[config.mk]
export PLATFORM = sky130hd
export DESIGN_NAME = autocal_sequencer
export DESIGN_NICKNAME = d
export VERILOG_FILES = /design/src/design/autocal_pkg.sv /design/src/design/autocal_sequencer.sv
export SDC_FILE = /design/constraint.sdc
export NUM_CORES = 1
export LEC_CHECK = 0
export BUFFER_PORTS_ARGS = -buffer_cell sky130_fd_sc_hd__clkbuf_2
export CAP_MARGIN = 20
export CORE_MARGIN = 8
export CORE_UTILIZATION = 62
export DETAILED_ROUTE_END_ITERATION = 16
export PLACE_DENSITY = 0.81
export SYNTH_ARGS = -nofsm -noshare
export SYNTH_HDL_FRONTEND = slang
export SYNTH_SLANG_ARGS = --single-unit
[constraint.sdc]
create_clock -name aclk -period 11.71 [get_ports aclk]
set_clock_uncertainty 0.1 [all_clocks]
set_input_delay 2.342 -clock aclk [delete_from_list [all_inputs] [get_ports aclk]]
set_output_delay 2.342 -clock aclk [all_outputs]
set_load 0.02 [all_outputs]
[src/design/autocal_pkg.sv]
// Purpose: constants and types for the automatic calibration sequencer
// Assumes: 25 MHz aclk, AXI4-Lite register access
// Notes:   readings arrive on a half-second tick
package autocal_pkg;
    // Register byte offsets
    localparam logic [7:0] CFG_OFS      = 8'h00;
    localparam logic [7:0] INTERVAL_OFS = 8'h04;
    localparam logic [7:0] PURGE_OFS    = 8'h08;
    localparam logic [7:0] CMD_OFS      = 8'h0C;
    localparam logic [7:0] STATUS_OFS   = 8'h10;
    localparam logic [7:0] IRQ_STAT_OFS = 8'h14;
    localparam logic [7:0] IRQ_CLR_OFS  = 8'h18;
    localparam logic [7:0] IRQ_EN_OFS   = 8'h1C;
    localparam logic [7:0] ZERO_CAL_OFS = 8'h20;
    localparam logic [7:0] SPAN_CAL_OFS = 8'h24;
    // Field positions
    localparam int CMD_START_BIT = 0;
    localparam int CMD_ACK_BIT   = 1;
    localparam int EV_DONE       = 0;
    localparam int EV_CAL_FAIL   = 1;
    localparam int EV_DRIFT_FAIL = 2;
    localparam int AL_CAL        = 0;
    localparam int AL_LOW_FLOW   = 1;
    // Reset values
    localparam logic [15:0] INTERVAL_RST = 16'h0000;
    localparam logic [15:0] PURGE_RST    = 16'h001E;
    localparam logic [21:0] CAL_RST      = 22'h000000;
    // Timing
    localparam longint CLK_NS        = 40;
    localparam longint HALF_SEC_NS   = 500_000_000;
    localparam longint HALF_SEC_CYC  = HALF_SEC_NS / CLK_NS;
    localparam int     WINDOW_S      = 20;
    localparam int     TICKS_PER_S   = 2;
    localparam logic [5:0]  READINGS = 6'(WINDOW_S * TICKS_PER_S);
    localparam logic [12:0] TICKS_PER_HOUR = 13'(3600 * TICKS_PER_S);
    // Checks
    localparam logic [2:0]  ATTEMPT_MAX  = 3'h5;
    localparam logic [5:0]  DRIFT_MARGIN = 6'h0A;
    localparam logic [15:0] REF_DELTA    = 16'h4000;
    localparam int          TOL_PCT      = 30;

    typedef struct packed {
        logic freeze;
        logic full;
    } cfg_t;

    typedef enum logic [2:0] {
        ST_IDLE, ST_PRE, ST_COLLECT, ST_POST, ST_CHECK
    } state_t;
endpackage : autocal_pkg

[src/design/autocal_sequencer.sv]
// Purpose: automatic zero/span calibration sequencer with AXI4-Lite registers
// Assumes: sample_data is the live reading, synchronous to aclk
// Notes:   calibration values are sums of one window of readings
//
// Register access over AXI4-Lite and the placing of the registers are this design's own decisions.
`timescale 1ns/1ps
module autocal_sequencer import autocal_pkg::*; #(
    parameter longint TICK_CYCLES = HALF_SEC_CYC
) (
    // Clock and reset
    input  wire logic        aclk,
    input  wire logic        aresetn,
    // AXI4-Lite slave
    input  wire logic [7:0]  s_axi_awaddr,
    input  wire logic        s_axi_awvalid,
    output logic             s_axi_awready,
    input  wire logic [31:0] s_axi_wdata,
    input  wire logic [3:0]  s_axi_wstrb,
    input  wire logic        s_axi_wvalid,
    output logic             s_axi_wready,
    output logic [1:0]       s_axi_bresp,
    output logic             s_axi_bvalid,
    input  wire logic        s_axi_bready,
    input  wire logic [7:0]  s_axi_araddr,
    input  wire logic        s_axi_arvalid,
    output logic             s_axi_arready,
    output logic [31:0]      s_axi_rdata,
    output logic [1:0]       s_axi_rresp,
    output logic             s_axi_rvalid,
    input  wire logic        s_axi_rready,
    // Measurement and front panel
    input  wire logic [15:0] sample_data,
    input  wire logic        up_button,
    output logic [15:0]      out_value,
    output logic             cal_alarm,
    output logic             low_flow_failure_alarm,
    // Valves and interrupt
    output logic             zero_valve,
    output logic             span_valve,
    output logic             irq
);
    function automatic logic [31:0] absdiff(input logic [31:0] a, input logic [31:0] b);
        absdiff = (a > b) ? a - b : b - a;
    endfunction : absdiff

    function automatic logic delta_ok(input logic [21:0] z, input logic [21:0] s);
        logic [31:0] ref_sum;
        logic [31:0] d;
        ref_sum = 32'(REF_DELTA) * 32'(READINGS);
        d = (s > z) ? 32'(s - z) : 32'h0;
        delta_ok = (s > z) && (absdiff(d, ref_sum) * 32'h64 <= ref_sum * 32'(TOL_PCT));
    endfunction : delta_ok

    cfg_t        cfg;
    logic [15:0] interval;
    logic [15:0] purge;
    logic [2:0]  irq_en;
    logic [2:0]  irq_stat;
    state_t      state;
    logic        phase_span;
    logic [2:0]  attempts;
    logic [21:0] zero_cal;
    logic [21:0] span_cal;
    logic [21:0] prev_zero;
    logic [21:0] prev_span;
    logic [21:0] sum;
    logic [15:0] prev_rd;
    logic [5:0]  rd_cnt;
    logic [5:0]  inc_cnt;
    logic [5:0]  dec_cnt;
    logic [16:0] timer;
    logic [31:0] tick_cnt;
    logic        tick;
    logic [12:0] hour_ticks;
    logic [15:0] hours;
    logic        sched_pend;
    logic        sw_start;
    logic [1:0]  alarm;
    logic [1:0]  cond;
    logic [1:0]  ackd;
    logic        aw_got;
    logic        w_got;
    logic [7:0]  waddr;
    logic [31:0] wdata;
    logic        do_wr;
    logic        wr_ok;
    logic [2:0]  ev;
    logic        busy;
    logic        start;
    logic        drift;
    logic        last_rd;
    logic        ack;
    logic        gas_on;

    assign busy    = (state != ST_IDLE);
    assign start   = !busy && (sched_pend || sw_start);
    // Readings wait until the phase's gas valve is open
    assign gas_on  = phase_span ? span_valve : zero_valve;
    assign last_rd = (state == ST_COLLECT) && tick && gas_on && (rd_cnt == READINGS - 6'h01);
    assign drift   = inc_cnt > dec_cnt + DRIFT_MARGIN;
    assign do_wr   = aw_got && w_got && !s_axi_bvalid;
    assign ack     = up_button || (do_wr && waddr == CMD_OFS && wdata[CMD_ACK_BIT]);
    assign wr_ok   = waddr == CFG_OFS || waddr == INTERVAL_OFS || waddr == PURGE_OFS
                  || waddr == CMD_OFS || waddr == IRQ_CLR_OFS || waddr == IRQ_EN_OFS;

    // AXI write channels
    always_ff @(posedge aclk) begin
        if (!aresetn) begin
            s_axi_awready <= 1'b0;
            s_axi_wready  <= 1'b0;
            s_axi_bvalid  <= 1'b0;
            s_axi_bresp   <= 2'h0;
            aw_got        <= 1'b0;
            w_got         <= 1'b0;
            waddr         <= 8'h00;
            wdata         <= 32'h0;
        end else begin
            if (s_axi_awvalid && s_axi_awready) begin
                s_axi_awready <= 1'b0;
                aw_got        <= 1'b1;
                waddr         <= s_axi_awaddr;
            end else if (!aw_got && !s_axi_bvalid) begin
                s_axi_awready <= 1'b1;
            end
            if (s_axi_wvalid && s_axi_wready) begin
                s_axi_wready <= 1'b0;
                w_got        <= 1'b1;
                wdata        <= s_axi_wdata;
            end else if (!w_got && !s_axi_bvalid) begin
                s_axi_wready <= 1'b1;
            end
            if (do_wr) begin
                aw_got       <= 1'b0;
                w_got        <= 1'b0;
                s_axi_bvalid <= 1'b1;
                s_axi_bresp  <= wr_ok ? 2'h0 : 2'h2;
            end else if (s_axi_bready) begin
                s_axi_bvalid <= 1'b0;
            end
        end
    end

    // Writable registers
    always_ff @(posedge aclk) begin
        if (!aresetn) begin
            cfg      <= '0;
            interval <= INTERVAL_RST;
            purge    <= PURGE_RST;
            irq_en   <= 3'h0;
            sw_start <= 1'b0;
        end else begin
            if (start) begin
                sw_start <= 1'b0;
            end
            if (do_wr) begin
                if (waddr == CFG_OFS) begin
                    cfg <= wdata[1:0];
                end else if (waddr == INTERVAL_OFS) begin
                    interval <= wdata[15:0];
                end else if (waddr == PURGE_OFS) begin
                    purge <= wdata[15:0];
                end else if (waddr == CMD_OFS && wdata[CMD_START_BIT]) begin
                    sw_start <= 1'b1;
                end else if (waddr == IRQ_EN_OFS) begin
                    irq_en <= wdata[2:0];
                end
            end
        end
    end

    // AXI read channel
    always_ff @(posedge aclk) begin
        if (!aresetn) begin
            s_axi_arready <= 1'b0;
            s_axi_rvalid  <= 1'b0;
            s_axi_rdata   <= 32'h0;
            s_axi_rresp   <= 2'h0;
        end else if (s_axi_arvalid && s_axi_arready) begin
            s_axi_arready <= 1'b0;
            s_axi_rvalid  <= 1'b1;
            s_axi_rresp   <= 2'h0;
            if (s_axi_araddr == CFG_OFS) begin
                s_axi_rdata <= {30'h0, cfg};
            end else if (s_axi_araddr == INTERVAL_OFS) begin
                s_axi_rdata <= {16'h0, interval};
            end else if (s_axi_araddr == PURGE_OFS) begin
                s_axi_rdata <= {16'h0, purge};
            end else if (s_axi_araddr == STATUS_OFS) begin
                s_axi_rdata <= {22'h0, busy, alarm, attempts, phase_span, state};
            end else if (s_axi_araddr == IRQ_STAT_OFS) begin
                s_axi_rdata <= {29'h0, irq_stat};
            end else if (s_axi_araddr == IRQ_EN_OFS) begin
                s_axi_rdata <= {29'h0, irq_en};
            end else if (s_axi_araddr == ZERO_CAL_OFS) begin
                s_axi_rdata <= {10'h0, zero_cal};
            end else if (s_axi_araddr == SPAN_CAL_OFS) begin
                s_axi_rdata <= {10'h0, span_cal};
            end else if (s_axi_araddr == CMD_OFS || s_axi_araddr == IRQ_CLR_OFS) begin
                s_axi_rdata <= 32'h0;
            end else begin
                s_axi_rdata <= 32'h0;
                s_axi_rresp <= 2'h2;
            end
        end else if (s_axi_rvalid) begin
            if (s_axi_rready) begin
                s_axi_rvalid <= 1'b0;
            end
        end else begin
            s_axi_arready <= 1'b1;
        end
    end

    // Half-second tick and hour scheduler
    always_ff @(posedge aclk) begin
        if (!aresetn) begin
            tick_cnt   <= 32'h0;
            tick       <= 1'b0;
            hour_ticks <= 13'h0;
            hours      <= 16'h0;
            sched_pend <= 1'b0;
        end else begin
            tick     <= (tick_cnt == 32'(TICK_CYCLES - 1));
            tick_cnt <= (tick_cnt == 32'(TICK_CYCLES - 1)) ? 32'h0 : tick_cnt + 32'h1;
            if (interval == 16'h0) begin
                hour_ticks <= 13'h0;
                hours      <= 16'h0;
                sched_pend <= 1'b0;
            end else begin
                if (start) begin
                    sched_pend <= 1'b0;
                end
                if (tick) begin
                    hour_ticks <= (hour_ticks == TICKS_PER_HOUR - 13'h1) ? 13'h0
                                                                           : hour_ticks + 13'h1;
                end
                if (hours >= interval) begin
                    hours      <= 16'h0;
                    sched_pend <= 1'b1;
                end else if (tick && hour_ticks == TICKS_PER_HOUR - 13'h1) begin
                    hours <= hours + 16'h1;
                end
            end
        end
    end

    // Calibration sequence
    always_ff @(posedge aclk) begin
        if (!aresetn) begin
            state      <= ST_IDLE;
            phase_span <= 1'b0;
            attempts   <= 3'h0;
            zero_cal   <= CAL_RST;
            span_cal   <= CAL_RST;
            prev_zero  <= CAL_RST;
            prev_span  <= CAL_RST;
            sum        <= 22'h0;
            prev_rd    <= 16'h0;
            rd_cnt     <= 6'h0;
            inc_cnt    <= 6'h0;
            dec_cnt    <= 6'h0;
            timer      <= 17'h0;
            ev         <= 3'h0;
            cond       <= 2'h0;
        end else begin
            ev <= 3'h0;
            case (state)
                ST_IDLE: begin
                    if (start) begin
                        prev_zero  <= zero_cal;
                        prev_span  <= span_cal;
                        phase_span <= 1'b0;
                        attempts   <= 3'h0;
                        timer      <= {purge, 1'b0};
                        rd_cnt     <= 6'h0;
                        inc_cnt    <= 6'h0;
                        dec_cnt    <= 6'h0;
                        sum        <= 22'h0;
                        state      <= cfg.freeze ? ST_PRE : ST_COLLECT;
                    end
                end
                ST_PRE: begin
                    if (timer == 17'h0) begin
                        state <= ST_COLLECT;
                    end else if (tick) begin
                        timer <= timer - 17'h1;
                    end
                end
                ST_COLLECT: begin
                    if (tick && gas_on) begin
                        rd_cnt  <= rd_cnt + 6'h1;
                        sum     <= sum + 22'(sample_data);
                        prev_rd <= sample_data;
                        if (rd_cnt != 6'h0 && sample_data > prev_rd) begin
                            inc_cnt <= inc_cnt + 6'h1;
                        end else if (rd_cnt != 6'h0 && sample_data < prev_rd) begin
                            dec_cnt <= dec_cnt + 6'h1;
                        end
                    end
                    if (last_rd) begin
                        rd_cnt  <= 6'h0;
                        inc_cnt <= 6'h0;
                        dec_cnt <= 6'h0;
                        sum     <= 22'h0;
                        timer   <= cfg.freeze ? {purge, 1'b0} : 17'h0;
                        if (drift && attempts == ATTEMPT_MAX) begin
                            zero_cal         <= prev_zero;
                            span_cal         <= prev_span;
                            cond[AL_LOW_FLOW] <= 1'b1;
                            ev[EV_DRIFT_FAIL] <= 1'b1;
                            state            <= ST_IDLE;
                        end else if (drift) begin
                            attempts <= attempts + 3'h1;
                            state    <= cfg.freeze ? ST_PRE : ST_COLLECT;
                        end else begin
                            if (phase_span) begin
                                span_cal <= sum + 22'(sample_data);
                            end else begin
                                zero_cal <= sum + 22'(sample_data);
                            end
                            state <= ST_POST;
                        end
                    end
                end
                ST_POST: begin
                    if (timer != 17'h0) begin
                        if (tick) begin
                            timer <= timer - 17'h1;
                        end
                    end else if (!phase_span && cfg.full) begin
                        phase_span <= 1'b1;
                        attempts   <= 3'h0;
                        timer      <= {purge, 1'b0};
                        state      <= cfg.freeze ? ST_PRE : ST_COLLECT;
                    end else begin
                        state <= ST_CHECK;
                    end
                end
                ST_CHECK: begin
                    state <= ST_IDLE;
                    if (delta_ok(zero_cal, span_cal)) begin
                        cond         <= 2'h0;
                        ev[EV_DONE]  <= 1'b1;
                    end else begin
                        zero_cal        <= prev_zero;
                        span_cal        <= prev_span;
                        cond[AL_CAL]    <= 1'b1;
                        ev[EV_CAL_FAIL] <= 1'b1;
                    end
                end
                default: begin
                    state <= ST_IDLE;
                end
            endcase
        end
    end

    // Valves and output value
    always_ff @(posedge aclk) begin
        if (!aresetn) begin
            zero_valve <= 1'b0;
            span_valve <= 1'b0;
            out_value  <= 16'h0;
        end else begin
            zero_valve <= (state == ST_PRE || state == ST_COLLECT) && !phase_span;
            span_valve <= (state == ST_PRE || state == ST_COLLECT) && phase_span;
            if (!(busy && cfg.freeze)) begin
                out_value <= sample_data;
            end
        end
    end

    // Latched alarms
    always_ff @(posedge aclk) begin
        if (!aresetn) begin
            alarm <= 2'h0;
            ackd  <= 2'h0;
        end else begin
            for (int i = 0; i < 2; i++) begin
                if (ev[i + 1]) begin
                    alarm[i] <= 1'b1;
                    ackd[i]  <= 1'b0;
                end else if (alarm[i] && ackd[i] && !cond[i]) begin
                    alarm[i] <= 1'b0;
                    ackd[i]  <= 1'b0;
                end else if (alarm[i] && ack) begin
                    ackd[i] <= 1'b1;
                end
            end
        end
    end

    // Interrupt status, set wins over clear
    always_ff @(posedge aclk) begin
        if (!aresetn) begin
            irq_stat               <= 3'h0;
            irq                    <= 1'b0;
            cal_alarm              <= 1'b0;
            low_flow_failure_alarm <= 1'b0;
        end else begin
            irq_stat <= (irq_stat & ~((do_wr && waddr == IRQ_CLR_OFS) ? wdata[2:0] : 3'h0)) | ev;
            irq      <= |(irq_stat & irq_en);
            cal_alarm              <= alarm[AL_CAL];
            low_flow_failure_alarm <= alarm[AL_LOW_FLOW];
        end
    end
endmodule : autocal_sequencer

==> impl_metrics.ini <==
[sta]
slew_headroom_pct = 25.8
worst_pin_slew_ns = 1.11
max_freq_ghz = 0.0933
setup_viol = 0
fin_ws_ns = 0.986
rsz0062_at_grt = no
setup_tns_ns = 0
drv_slew = 0
fin_crit_sh_pct = 91.6
fin_crit_ns = 10.72
hold_viol = 0

[power_and_ir_drop]
internal-power_mw = 2.01
cellLeakagePower_nw = 10.5
power_mw = 2.80
powerDensity_nw_per_um2 = 116
p_comb_share_pct = 13.6
power_frac_seq_pct = 46.0
ir_drop_v = 0.000134
netSwitchingPower_mw = 0.785
switching_share_pct = 28.0
power_frac_clock_pct = 40.4

[logic_synthesis]
avgSynthCellArea_um2 = 7.76
ys_seq_area_share_pct = 32.2
synth.most_common_cell = nand2_1
async_flop_share_pct = 0
ys_top_cells_by_area = dfxtp_1 32%, ha_1 9.5%, nand2_1 8.3%
syn_inst = 2859
synth_cell_types = 83
synth-edff-count = 0
yosysTopAreaCell = dfxtp_1
synth_common_cells = 491 x nand2_1, 357 x dfxtp_1, 280 x nor2_1
netlist_area_um2 = 22200
ys_warn_count = 0
synth_top_flop_cell = dfxtp_1
yosys.area.top_type_share_pct = 32.2
synth-seq-cells = 357

[die]
io_pins = 138
dieArea_um2 = 42100
fp.dieH_um = 205
chipWidth_um = 205
rows = 69
start_util_pct = 62.6
core-area_um2 = 35400

[worst_setup_path]
crit_path_max_incr_delay_ns = 0.71
reg2reg_from = zero_cal[14]
crit_path_end_kind = register
path_max_fanout = 20
required_ns = 12.06
r2r-end = span_cal[10]
endpoint = span_cal[10]
startpoint_type = register
reg2reg_depth = 36
worst_path_max_delay_cell = a2111oi_0
crit_type = register to register
cp-startpoint = zero_cal[14]
critPathMostFrequentCell = ha_1
worstPathArrival_ns = 11.07
ff2ff_setup_slack_ns = 0.99

[cts]
cts.hold.buffers_added = 0
cts.path.max_buffers = 3
cts_buffers = 36
cts_tree = done
cts_root_buffer = clkbuf_16
cts.clk_slew.worst_paths_ns = 0.06
cts_max_level = 2
clock-sinks = 357
cts_resized = 0
postCtsSetupRepairBufs = 0
clock_latency_ns = 0.54

[grt]
grtUsageTotal_pct = 26.8
antenna_found_initial = 0
grt_pass1_wl_um = 95200
grt_pass1_vias = 19600
grt_max_degree = 105
grt_overflow = 0

[detailed_routing]
num_vias = 20400
drc = 0
dr.pass1.iters = 5
ant_nets = 0
viasPerCell = 6.03
wl_per_cell_um = 17.1
drtIter0Drc = 1679
drt-total-wl_um = 58000

[outcome]
outcome = finished clean

[placed_design]
portBuffers = 105
place_area_um2 = 22900
place_ws_ns = 1.22
dp_hpwl_um = 42900
place_congestion = 0.943

[cells_and_area]
layout.nets = 3172
num_antenna_cells = 0
post-route-util_pct = 67.9
drive_above_1_share_pct = 7.38
area_delta_synth_final_pct = 8.46
final_cell_area_um2 = 24100

[flow_run]
maxCapViolCount = 0

[min_path]
hold_class = register to register
worst max-delay path: cells and delay by family (launching register included):
kind	cells	cell delay, ns
xor gates and xnor gates	1	0.21
buffers and inverters	5	0.46
AOI/OAI and AO/OA	11	4.50
adders and majority gates	6	2.32
muxes	1	0.26
and+or+nand+nor	12	2.38
DFF	1	0.37
registers in the layout (all words and copies together), names as in the netlist, 17 cells and up:
signal / flops
tick_cnt: 32
s_axi_rdata: 22
prev_zero: 22
prev_span: 22
sum: 22
span_cal: 22
timer: 17
zero_cal: 22
layout make-up:
type / count / area (um2)
Inverter: 203 / 767
Fill cell: 2925 / 11300
Tap cell: 461 / 577
Clock inverter: 11 / 72.6
Clock buffer: 53 / 1080
Timing Repair Buffer: 123 / 678
Multi-Input combinational cell: 2180 / 13700
Sequential cell: 357 / 7150
kinds of logic (layout without fill, tap and decap cells):
family                     count (synthesis)  after routing  synth area share, %
buffers and inverters                    333            390                 6.05
xor gates and xnor gates                 138            138                 5.45
adders and majority gates                195            195                 11.9
and+or+nand+nor                         1132           1132                 23.0
AOI/OAI and AO/OA                        628            628                 18.0
other                                      1             12               0.0169
DFF                                      357            357                 32.2
muxes                                     75             75                 3.40
power groups by stage:
stage | Clock (mW) | Combinational [mW] | Sequential [mW]
global placement | 0 | 0.357 | 1.31
global route | 1.19 | 0.422 | 1.29
finish | 1.13 | 0.381 | 1.29
floorplan | 0 | 0.273 | 1.30
CTS | 1.14 | 0.372 | 1.29
detailed placement | 0 | 0.368 | 1.31
stage by stage:
stage,std cells,hold slack (ns)
final,3388,0.350
after global routing,3388,0.368
after CTS,3384,0.351
after detailed placement,3320,0.341
after global placement,3320,0.334
after floorplan,2870,0.313
layer usage:
layer	track usage (%)	vias to the layer above	share of wire [%]
li1	-	9889	-
met1	35.6	9662	44
met2	43.9	773	46
met3	4.46	121	7.7
met4	8.68	0	2.8
met5	0	-	0
worst min path at each step:
stage | start | to | slack (ns) | cells past startpoint
final | prev_zero[15] | prev_zero[15] | 0.35 | 2
after global routing | s_axi_rdata[6] | s_axi_rdata[6] | 0.37 | 1
after CTS | prev_zero[15] | prev_zero[15] | 0.35 | 2
after detailed placement | s_axi_rdata[8] | s_axi_rdata[8] | 0.34 | 1
after global placement | s_axi_rdata[6] | s_axi_rdata[6] | 0.33 | 1
after floorplan | ev[0] | irq_stat[0] | 0.31 | 2
layout by cell type (no fill, tap or decap), types with 53 or more instances in the layout:
| master | Yosys | final |
|---|---|---|
| dfxtp_1 | 357 | 357 |
| mux2i_1 | 72 | 72 |
| ha_1 | 169 | 169 |
| nand3_1 | 64 | 64 |
| inv_1 | 203 | 202 |
| o21ai_0 | 104 | 104 |
| xnor2_1 | 58 | 58 |
| a21oi_1 | 245 | 245 |
| nand2_1 | 491 | 491 |
| clkbuf_2 | 0 | 104 |
| xor2_1 | 80 | 80 |
| nor3_1 | 53 | 53 |
| nor2_1 | 280 | 278 |
Power figures use the tool's default switching activity.
